[src/rtl/ssp_consts.vh]
// constants for the serial programming latches of the synthesizer
// assumes inclusion by bare name from the design files
`ifndef SSP_CONSTS_VH
`define SSP_CONSTS_VH

// word and route
`define SSP_WORD_W 21
`define SSP_ROUTE_A 0
`define SSP_ROUTE_B 1
`define SSP_ROUTE_REF 2'h0
`define SSP_ROUTE_FUNC 2'h1
`define SSP_ROUTE_FB 2'h2
`define SSP_ROUTE_INIT 2'h3
`define SSP_DATA_MSB 20
`define SSP_DATA_LSB 2

// reference word fields
`define SSP_REF_LSB 2
`define SSP_REF_MSB 15
`define SSP_REF_TEST_LSB 16
`define SSP_REF_TEST_MSB 19
`define SSP_REF_PREC 20

// feedback word fields
`define SSP_SWAL_LSB 2
`define SSP_SWAL_MSB 6
`define SSP_SWAL_NARROW_MSB 4
`define SSP_MAIN_LSB 7
`define SSP_MAIN_MSB 19
`define SSP_GO 20

// function word fields
`define SSP_F_CRST 2
`define SSP_F_PDN 3
`define SSP_F_MUX_LSB 4
`define SSP_F_MUX_MID 5
`define SSP_F_MUX_MSB 6
`define SSP_F_POL 7
`define SSP_F_HIZ 8
`define SSP_F_ACQ_EN 9
`define SSP_F_ACQ_CTL 10
`define SSP_F_TO_EN 11
`define SSP_F_TO_LSB 12
`define SSP_F_TO_MSB 15
`define SSP_F_TEST_LSB 16
`define SSP_F_TEST_MSB 18
`define SSP_F_PDN_STYLE 19
`define SSP_F_TEST_LAST 20

// latch widths and reset values
`define SSP_LATCH_W 19
`define SSP_REF_RST 19'h00000
`define SSP_FB_RST 19'h00000
`define SSP_FUNC_RST 19'h00001
`define SSP_SR_RST 21'h000000

// prescaler moduli, shift amounts
`define SSP_MOD_SHIFT_NARROW 3
`define SSP_MOD_SHIFT_WIDE 5

// multiplexed output selector codes
`define SSP_MUX_HIZ 3'h0
`define SSP_MUX_REF 3'h1
`define SSP_MUX_FB 3'h2
`define SSP_MUX_SDO 3'h3
`define SSP_MUX_LOCK 3'h4
`define SSP_MUX_LOCK_OD 3'h5
`define SSP_MUX_HIGH 3'h6
`define SSP_MUX_LOW 3'h7

// lock detect cycle counts
`define SSP_LOCK_FINE 3'h5
`define SSP_LOCK_COARSE 3'h3

`endif

[src/rtl/ssp_sync.v]
// three-flop synchroniser with agreement filter for one pin
// assumes the pin is asynchronous to clk_in
module ssp_sync (
    // clock and reset
    input wire clk_in,
    input wire rst_in,
    // pin and filtered level
    input wire pin_in,
    output wire level_out
);

reg s1_ff;
reg s2_ff;
reg s3_ff;
reg level_ff;

// level only moves once the second and third stages agree
always @(posedge clk_in) begin
    if (rst_in) begin
        s1_ff <= 1'b0;
        s2_ff <= 1'b0;
        s3_ff <= 1'b0;
        level_ff <= 1'b0;
    end else begin
        s1_ff <= pin_in;
        s2_ff <= s1_ff;
        s3_ff <= s2_ff;
        if (s2_ff == s3_ff) begin
            level_ff <= s3_ff;
        end
    end
end

assign level_out = level_ff;

endmodule // ssp_sync

[src/rtl/ssp_top.v]
// serial programming front end: shift register and three latches
// assumes pins arrive asynchronously; divider, lock and pump pulses are
// on mclk_in
//
// Functional notes
// RULE1 - 21 bits MSB first, last two route
// RULE2 - route 00 loads reference latch, 14-bit ratio
// RULE3 - host writes reference test bits zero
// RULE4 - host keeps reference ratio 3 to 16383
// RULE5 - reference bits 1..14 plain binary ratio
// RULE6 - route 10 loads swallow, main, go bit
// RULE7 - feedback bits 6..18 plain binary main count
// RULE8 - host keeps main 3..8191, not below swallow
// RULE9 - narrow prescaler uses swallow bits 1..3
// RULE10 - total division modulus times main plus swallow
// RULE11 - host keeps total division in variant range
// RULE12 - function and init routes share registers
// RULE13 - counter reset bit holds both counters reset
// RULE14 - bit 6 selects detector polarity
// RULE15 - bit 7 puts charge pump high impedance
// RULE16 - bit 8 enables four acquisition modes
// RULE17 - bit 8 clear: aux pin follows bit 9
// RULE18 - bit 10 timeout enable, 11..14 value
// RULE19 - host writes function test bits zero
// RULE20 - bits 3..5 select multiplexed output
// RULE21 - multiplexed output selector code table
// RULE22 - power down via enable pin, bits 2, 18
// RULE23 - lock precision picks five or three cycles
// RULE24 - data sampled on clock rise, strobe loads
// RULE25 - latches change only on load strobe
module ssp_top #(
    // 1 selects the 32/33 prescaler, 0 the 8/9 prescaler
    parameter WIDE_PRESCALER = 1
) (
    // clock and reset
    input wire mclk_in,
    input wire rst_in,
    // serial programming link
    input wire ser_data_in,
    input wire ser_clk_in,
    input wire latch_strobe_in,
    // chip enable pin
    input wire chip_enable_in,
    // synthesizer core events, on mclk_in
    input wire ref_div_pulse_in,
    input wire fb_div_pulse_in,
    input wire lock_detect_in,
    input wire pump_event_in,
    // divider settings
    output wire [13:0] ref_ratio_out,
    output wire [4:0] swallow_count_out,
    output wire [12:0] main_count_out,
    output wire [17:0] total_div_out,
    output wire accel_go_out,
    // loop control
    output wire counter_reset_out,
    output wire power_down_out,
    output wire detector_polarity_out,
    output wire pump_high_z_out,
    output wire lock_precision_out,
    output wire [2:0] lock_cycles_out,
    // rapid acquisition
    output wire acquisition_active_out,
    output wire [1:0] acquisition_mode_out,
    output wire timeout_enable_out,
    output wire [3:0] timeout_value_out,
    // pins
    output wire auxiliary_output_pin_out,
    output wire multiplexed_output_pin_out,
    output wire multiplexed_output_pin_oe_out
);

`include "ssp_consts.vh"

////////////////////////////////////////////////////////////////////////
// pin synchronisers

wire data_lvl;
wire sclk_lvl;
wire strobe_lvl;
wire ce_lvl;

ssp_sync u_sync_data (
    .clk_in(mclk_in),
    .rst_in(rst_in),
    .pin_in(ser_data_in),
    .level_out(data_lvl)
);

ssp_sync u_sync_sclk (
    .clk_in(mclk_in),
    .rst_in(rst_in),
    .pin_in(ser_clk_in),
    .level_out(sclk_lvl)
);

ssp_sync u_sync_strobe (
    .clk_in(mclk_in),
    .rst_in(rst_in),
    .pin_in(latch_strobe_in),
    .level_out(strobe_lvl)
);

ssp_sync u_sync_ce (
    .clk_in(mclk_in),
    .rst_in(rst_in),
    .pin_in(chip_enable_in),
    .level_out(ce_lvl)
);

////////////////////////////////////////////////////////////////////////
// edge detection

reg sclk_prev_ff;
reg strobe_prev_ff;
wire sclk_rise;
wire strobe_rise;

always @(posedge mclk_in) begin
    if (rst_in) begin
        sclk_prev_ff <= 1'b0;
        strobe_prev_ff <= 1'b0;
    end else begin
        sclk_prev_ff <= sclk_lvl;
        strobe_prev_ff <= strobe_lvl;
    end
end

// data and clock see the same synchroniser delay, so the 50 ns setup
// at the pins still holds after sampling
assign sclk_rise = sclk_lvl & ~sclk_prev_ff; // [RULE24]
assign strobe_rise = strobe_lvl & ~strobe_prev_ff; // [RULE24]

////////////////////////////////////////////////////////////////////////
// shift register

reg [`SSP_WORD_W-1:0] shift_ff;
wire [`SSP_WORD_W-1:0] nxt_shift;
wire [1:0] route;

// newest bit enters at the bottom, so the first (msb) ends on top
assign nxt_shift = {shift_ff[`SSP_WORD_W-2:0], data_lvl}; // [RULE1]

always @(posedge mclk_in) begin
    if (rst_in) begin
        shift_ff <= `SSP_SR_RST;
    end else if (sclk_rise) begin
        shift_ff <= nxt_shift; // [RULE24]
    end
end

// last two bits received pick the destination
assign route = {shift_ff[`SSP_ROUTE_A], shift_ff[`SSP_ROUTE_B]}; // [RULE1]

////////////////////////////////////////////////////////////////////////
// latches

reg [`SSP_LATCH_W-1:0] ref_latch_ff;
reg [`SSP_LATCH_W-1:0] fb_latch_ff;
reg [`SSP_LATCH_W-1:0] func_latch_ff;
wire [`SSP_LATCH_W-1:0] word_data;

assign word_data = shift_ff[`SSP_DATA_MSB:`SSP_DATA_LSB];

// shifting alone never touches a latch; only the strobe copies a word
always @(posedge mclk_in) begin
    if (rst_in) begin
        ref_latch_ff <= `SSP_REF_RST;
        fb_latch_ff <= `SSP_FB_RST;
        func_latch_ff <= `SSP_FUNC_RST;
    end else if (strobe_rise) begin // [RULE25]
        case (route)
            `SSP_ROUTE_REF: begin
                ref_latch_ff <= word_data; // [RULE2]
            end
            `SSP_ROUTE_FB: begin
                fb_latch_ff <= word_data; // [RULE6]
            end
            `SSP_ROUTE_FUNC, `SSP_ROUTE_INIT: begin
                func_latch_ff <= word_data; // [RULE12]
            end
            default: begin
                func_latch_ff <= func_latch_ff;
            end
        endcase
    end
end

// views of the latches in shift register bit positions
wire [`SSP_WORD_W-1:0] ref_word;
wire [`SSP_WORD_W-1:0] fb_word;
wire [`SSP_WORD_W-1:0] fn_word;

assign ref_word = {ref_latch_ff, 2'h0};
assign fb_word = {fb_latch_ff, 2'h0};
assign fn_word = {func_latch_ff, 2'h0};

////////////////////////////////////////////////////////////////////////
// divider decoding

wire [13:0] ref_ratio;
wire [4:0] swallow_raw;
wire [4:0] swallow_eff;
wire [12:0] main_count;
wire [17:0] total_div;

// test bits of the reference word are stored but have no effect
assign ref_ratio = ref_word[`SSP_REF_MSB:`SSP_REF_LSB]; // [RULE5]
assign main_count = fb_word[`SSP_MAIN_MSB:`SSP_MAIN_LSB]; // [RULE7]
assign swallow_raw = fb_word[`SSP_SWAL_MSB:`SSP_SWAL_LSB]; // [RULE6]

generate
    if (WIDE_PRESCALER != 0) begin : g_wide
        assign swallow_eff = swallow_raw; // [RULE9]
        assign total_div = ({5'h00, main_count} << `SSP_MOD_SHIFT_WIDE)
            + {13'h0000, swallow_eff}; // [RULE10]
    end else begin : g_narrow
        assign swallow_eff = {2'h0,
            swallow_raw[`SSP_SWAL_NARROW_MSB-`SSP_SWAL_LSB:0]}; // [RULE9]
        assign total_div = ({5'h00, main_count} << `SSP_MOD_SHIFT_NARROW)
            + {13'h0000, swallow_eff}; // [RULE10]
    end
endgenerate

// ratios outside the legal ranges are passed through unchecked; the
// divider core must not be given them by the host

////////////////////////////////////////////////////////////////////////
// power down

reg sync_pd_ff;
wire pdn_bit;
wire pdn_style;
wire power_down;

assign pdn_bit = fn_word[`SSP_F_PDN];
assign pdn_style = fn_word[`SSP_F_PDN_STYLE];

// synchronous style waits for the next pump event, then holds until the
// power down bit is cleared
always @(posedge mclk_in) begin
    if (rst_in) begin
        sync_pd_ff <= 1'b0;
    end else if (!pdn_bit) begin
        sync_pd_ff <= 1'b0; // [RULE22]
    end else if (pump_event_in) begin
        sync_pd_ff <= 1'b1; // [RULE22]
    end
end

assign power_down = ~ce_lvl
    | (pdn_bit & ~pdn_style)
    | (pdn_bit & pdn_style & sync_pd_ff); // [RULE22]

////////////////////////////////////////////////////////////////////////
// function decoding

wire [2:0] mux_sel;
wire acq_en;
wire acq_ctl;
wire lock_prec;

// the first field bit is the most significant bit of the code
assign mux_sel = {fn_word[`SSP_F_MUX_LSB], fn_word[`SSP_F_MUX_MID],
    fn_word[`SSP_F_MUX_MSB]}; // [RULE20]
assign acq_en = fn_word[`SSP_F_ACQ_EN];
assign acq_ctl = fn_word[`SSP_F_ACQ_CTL];
assign lock_prec = ref_word[`SSP_REF_PREC];

// power down forces counters to load state and floats the pump
assign counter_reset_out = fn_word[`SSP_F_CRST] | power_down; // [RULE13]
assign pump_high_z_out = fn_word[`SSP_F_HIZ] | power_down; // [RULE15]
assign detector_polarity_out = fn_word[`SSP_F_POL]; // [RULE14]
assign power_down_out = power_down;

assign acquisition_active_out = acq_en; // [RULE16]
// mode index 0..3 from control bit and timeout enable; enable bit qualifies
assign acquisition_mode_out = acq_en ?
    {acq_ctl, fn_word[`SSP_F_TO_EN]} : 2'h0; // [RULE16]
assign accel_go_out = fb_word[`SSP_GO]; // [RULE6]
assign timeout_enable_out = fn_word[`SSP_F_TO_EN]; // [RULE18]
assign timeout_value_out = fn_word[`SSP_F_TO_MSB:`SSP_F_TO_LSB]; // [RULE18]

assign lock_precision_out = lock_prec;
assign lock_cycles_out = lock_prec ?
    `SSP_LOCK_FINE : `SSP_LOCK_COARSE; // [RULE23]

////////////////////////////////////////////////////////////////////////
// output pins

reg aux_ff;
reg mux_ff;
reg mux_oe_ff;
reg nxt_mux;
reg nxt_mux_oe;

// registering the pins costs one cycle of latency on divider pulses
always @* begin
    nxt_mux = 1'b0;
    nxt_mux_oe = 1'b1;
    case (mux_sel)
        `SSP_MUX_HIZ: begin
            nxt_mux_oe = 1'b0; // [RULE21]
        end
        `SSP_MUX_REF: begin
            nxt_mux = ref_div_pulse_in; // [RULE21]
        end
        `SSP_MUX_FB: begin
            nxt_mux = fb_div_pulse_in; // [RULE21]
        end
        `SSP_MUX_SDO: begin
            nxt_mux = shift_ff[`SSP_WORD_W-1]; // [RULE21]
        end
        `SSP_MUX_LOCK: begin
            nxt_mux = lock_detect_in & ~power_down; // [RULE21]
        end
        `SSP_MUX_LOCK_OD: begin
            // open drain: only ever pulls low, while out of lock or powered down
            nxt_mux = 1'b0;
            nxt_mux_oe = ~(lock_detect_in & ~power_down); // [RULE21]
        end
        `SSP_MUX_HIGH: begin
            nxt_mux = 1'b1; // [RULE21]
        end
        `SSP_MUX_LOW: begin
            nxt_mux = 1'b0; // [RULE21]
        end
        default: begin
            nxt_mux_oe = 1'b0;
        end
    endcase
end

always @(posedge mclk_in) begin
    if (rst_in) begin
        aux_ff <= 1'b0;
        mux_ff <= 1'b0;
        mux_oe_ff <= 1'b0;
    end else begin
        // while acquisition is enabled the pin belongs to that logic
        // and is held low here
        aux_ff <= acq_en ? 1'b0 : acq_ctl; // [RULE17]
        mux_ff <= nxt_mux;
        mux_oe_ff <= nxt_mux_oe;
    end
end

assign auxiliary_output_pin_out = aux_ff;
assign multiplexed_output_pin_out = mux_ff;
assign multiplexed_output_pin_oe_out = mux_oe_ff;

////////////////////////////////////////////////////////////////////////
// divider outputs

assign ref_ratio_out = ref_ratio; // [RULE2]
assign swallow_count_out = swallow_eff;
assign main_count_out = main_count;
assign total_div_out = total_div;

endmodule // ssp_top

[config.mk]
export PLATFORM = sky130hd
export DESIGN_NAME = ssp_top
export DESIGN_NICKNAME = d
export VERILOG_FILES = /design/src/rtl/ssp_sync.v /design/src/rtl/ssp_top.v
export VERILOG_INCLUDE_DIRS = /design/src /design/src/rtl
export SDC_FILE = /design/constraint.sdc
export NUM_CORES = 1
export LEC_CHECK = 0
export ABC_AREA = 0
export BUFFER_PORTS_ARGS = -buffer_cell sky130_fd_sc_hd__buf_2
export CORE_ASPECT_RATIO = 0.6
export CORE_MARGIN = 2
export CORE_UTILIZATION = 27
export CTS_CLUSTER_DIAMETER = 40
export DETAILED_ROUTE_END_ITERATION = 10
export PLACE_DENSITY = 0.45
export SYNTH_ARGS = -nofsm -noshare
export SYNTH_HDL_FRONTEND = slang
export SYNTH_HIERARCHICAL = 1
export SYNTH_SLANG_ARGS = --single-unit
[constraint.sdc]
create_clock -name mclk_in -period 1.9 [get_ports mclk_in]
set_input_delay 0.57 -clock mclk_in [delete_from_list [all_inputs] [get_ports mclk_in]]
set_output_delay 0.57 -clock mclk_in [all_outputs]
set_load 0.05 [all_outputs]
==> summary by stage <==
Status
The run finished with clean final reports.

Yosys
The share of the Yosys chip area taken by registers is 53.2%. Counting every net in the synthesized netlist gives 417. The number of storage elements in the synthesis netlist is 92. Yosys printed 6 warnings. In this run the cell area of the synthesized design comes to 3460 um2. The number of instances in the synthesized netlist is 407.

The mean area per synthesized cell is 8.51 um2. The number of distinct library cells after synthesis is 32.

Place
After legalization and detailed placement, the total HPWL measured 5770 um. The total instance count after detailed placement is 613. The number of I/O port buffers is 78. The area after detailed placement is 3840 um2. The placer's final routability congestion estimate is 0.786.

Critical path
The stage delay of the slowest cell on the critical path is 0.31 ns. The largest fanout on the critical path is 5. The worst setup path is launched from a flip-flop.

The worst setup path is of the reg -> out kind. STA puts the critical path data arrival time at 1.26 ns. The critical path endpoint category is a primary output.

The required time of the critical path is 1.33 ns. The critical path goes through nand2b_4, a21boi_2, buf_4, nand2b_1, buf_6. The slowest library cell on the worst path is sky130_fd_sc_hd__dfxtp_1.

Routing
The count of nets left with antenna violations once routing finished came out at 0. The via count of the routed design is 2713. The detailed router's first-iteration violation count is 169.

The DRC violation count after routing is 0. Summed over all layers, the routed wires come to 8340 um. Dividing the detail-routed wire length by the instance count gives 13.4 um. The average via count per standard cell is 4.34.

The first detailed-routing pass ran for 4 iterations.

Die
The placeable core area is 12300 um2. The starting utilization of the core area is 28.2%. The die is 91.7 um tall. The total number of placement rows is 31. The die covers 13800 um2. The number of top-level pins is 80. The die boundary width is 150 um.

Hold path
The class of the worst hold path is reg -> reg.

Global route
The number of antenna violations at the first check in global routing is 0. The first global-routing pass estimated 13800 um of wire. Global routing used 13.0% of the available tracks. The met2 track utilization from global routing is 16.1%.

The via count of the first global-routing pass is 2487. The total grt overflow is 0. Global routing used 20.9% of the available met1 tracks. After global routing, the most crowded layer is met1.

Entering global routing, the biggest net connects 59 pins. Global routing consumed, on the met3 layer, 4.18% of the routing resources.

Cells and area
The ratio of cells with drive above 1 in the final layout is 26.7%. In the layout the commonest cells are sky130_fd_sc_hd__nand2_1, sky130_fd_sc_hd__dfxtp_1, sky130_fd_sc_hd__buf_2. 0 antenna diodes ended up in the layout.

The net total in the final layout is 469. The final standard cell count with taps included and fillers excluded is 625. The area growth from synthesis to layout is 19.1%.

The final design instance area without fill is 4120 um2. The library cell used most frequently in the layout, excluding fill and tap cells, is sky130_fd_sc_hd__nand2_1.

Power
The fraction of power consumed by the clock network is 43.5%. The combinational power share is 1.9%. The switching power share of the total is 19.8%.

For this design the ratio of total power to cell area is 863 nW/um2. Power comes to 3.56 mW. The part of the total power dissipated in sequential elements is 54.6%. The worst-case IR drop observed on VDD is 0.536 mV. Summed over all nets, the switching power comes to 0.704 mW. The internal portion of the total power is 2.85 mW. The leakage power is 1.58 nW.

Clock tree
In this run, CTS created clock tree buffers numbering 9. The number of buffers between clock root and the deepest sink is 2. For this design, the CTS-stage hold fixing added 0 buffers. In this run the number of H-tree levels came out at 3.

The clock-pin slew reported for the worst setup and hold paths after clock tree synthesis is 0.06 ns. The root buffer cell is sky130_fd_sc_hd__clkbuf_16. The clock reaches the later pin of the worst-skew pair after 0.33 ns. The TritonCTS clock tree is yes. The total number of clock tree sinks is 92. The number of post-CTS setup repair buffers is 0.

Timing
The portion of the clock cycle consumed by the worst path in the final layout is 96.5%. For the pin with the worst max-slew slack, the measured transition is 0.591 ns. Subtracting the final worst setup slack from the clock period gives 1.83 ns. Setup repair after global routing could not meet its margin everywhere. The worst pin sits at a relative slew slack of 60.5%. The max-slew violation count is 0. Between clock sinks in the finished design, the worst skew comes to 0.00448 ns. Derived from the worst setup path, the maximum achievable clock frequency is 545 MHz. The count of endpoints failing hold in the final timing report came to 0. The final number of setup-violating endpoints is 0.

Job
Max-cap violations in this run came to 0.
power by group through the flow:
stage | registers [mW] | clock network, mW | logic [mW]
6_report | 1.94 | 1.55 | 0.0663
5_1_grt | 1.94 | 1.69 | 0.0745
4_1_cts | 1.94 | 1.61 | 0.0682
3_5_place_dp | 1.99 | 0 | 0.0678
3_3_place_gp | 1.99 | 0 | 0.0672
2_1_floorplan | 1.98 | 0 | 0.0411
through the flow:
step | utilization, % | TNS (ns) | setup WS [ns] | hold WS, ns
finish | 33.5 | 0 | 0.0656 | 0.435
global route | 33.5 | -0.0494 | -0.0320 | 0.448
CTS | 33.3 | 0 | 0.00511 | 0.431
detailed placement | 31.3 | 0 | 0.330 | 0.424
global placement | 31.3 | 0 | 0.324 | 0.419
floorplan | - | 0 | 0.163 | 0.414
timing repair:
item	CTS	global route
gates resized for setup	3	7
endpoints found under the setup margin	3	3
pin swaps	0	1
worst max-delay path, delay by kind of cell, from the launching register on:
family / cells / cell delay (ns)
simple gates: 2 / 0.20
buf+inv: 2 / 0.30
compound gates: 1 / 0.11
flops: 1 / 0.31
logic make-up after synthesis:
group           after synthesis  share of synthesized area, %
buf+inv                      48                          8.78
flops                        92                          53.2
other cells                   1                         0.108
compound gates               83                          13.5
simple gates                183                          24.4
flip-flops by register name, indices dropped and copies added (netlist names), 15 cells and up:
name           count
func_latch_ff     15
shift_ff          21
fb_latch_ff       19
ref_latch_ff      15
cells in the mapped netlist, drive strengths merged:
| cell | number | area [um2] |
|---|---|---|
| nand4bb | 1 | 11.3 |
| clkbuf | 12 | 45.0 |
| nor2b | 16 | 100 |
| a21oi | 74 | 408 |
| nand2 | 145 | 574 |
| buf | 34 | 251 |
| or4b | 1 | 10.0 |
| conb | 1 | 3.75 |
| o31ai | 1 | 7.51 |
| nand3b | 3 | 22.5 |
| and2 | 2 | 12.5 |
| nor3b | 2 | 15.0 |
| o21a | 1 | 7.51 |
| inv | 2 | 7.51 |
| o211a | 1 | 10.0 |
| o21ai | 4 | 20.0 |
| a21boi | 1 | 7.51 |
| and3b | 1 | 10.0 |
| nor2 | 3 | 11.3 |
| dfxtp | 92 | 1840 |
| nand2b | 5 | 31.3 |
| and4bb | 1 | 12.5 |
| a211oi | 1 | 7.51 |
| nor3 | 2 | 10.0 |
| nor4b | 1 | 23.8 |
final timing paths:
kind	from	depth (start not counted)	slack, ns	to
worst max-delay path	sync_pd_ff	5	0.07	pump_high_z_out
worst max register to register	u_sync_strobe/level_out	4	0.47	ref_latch_ff[8]
worst min-delay path	u_sync_strobe/s1_ff	1	0.44	u_sync_strobe/s2_ff
worst min register to register	u_sync_strobe/s1_ff	1	0.44	u_sync_strobe/s2_ff
layout make-up:
| cell class | instances | area, um2 |
|---|---|---|
| sequential | 92 | 1840 |
| inverter | 2 | 7.51 |
| timing repair buffer | 87 | 485 |
| fill | 1299 | 8170 |
| clock buffer | 12 | 246 |
| tap | 165 | 206 |
| multi-input combinational | 267 | 1340 |
layer usage:
layer,vias to the layer above,part of all wire (%)
met5,-,0
met4,0,0.84
met3,6,8.6
met2,85,37
met1,1236,54
li1,1386,-
Note: power is estimated with default switching activity, not from simulation.
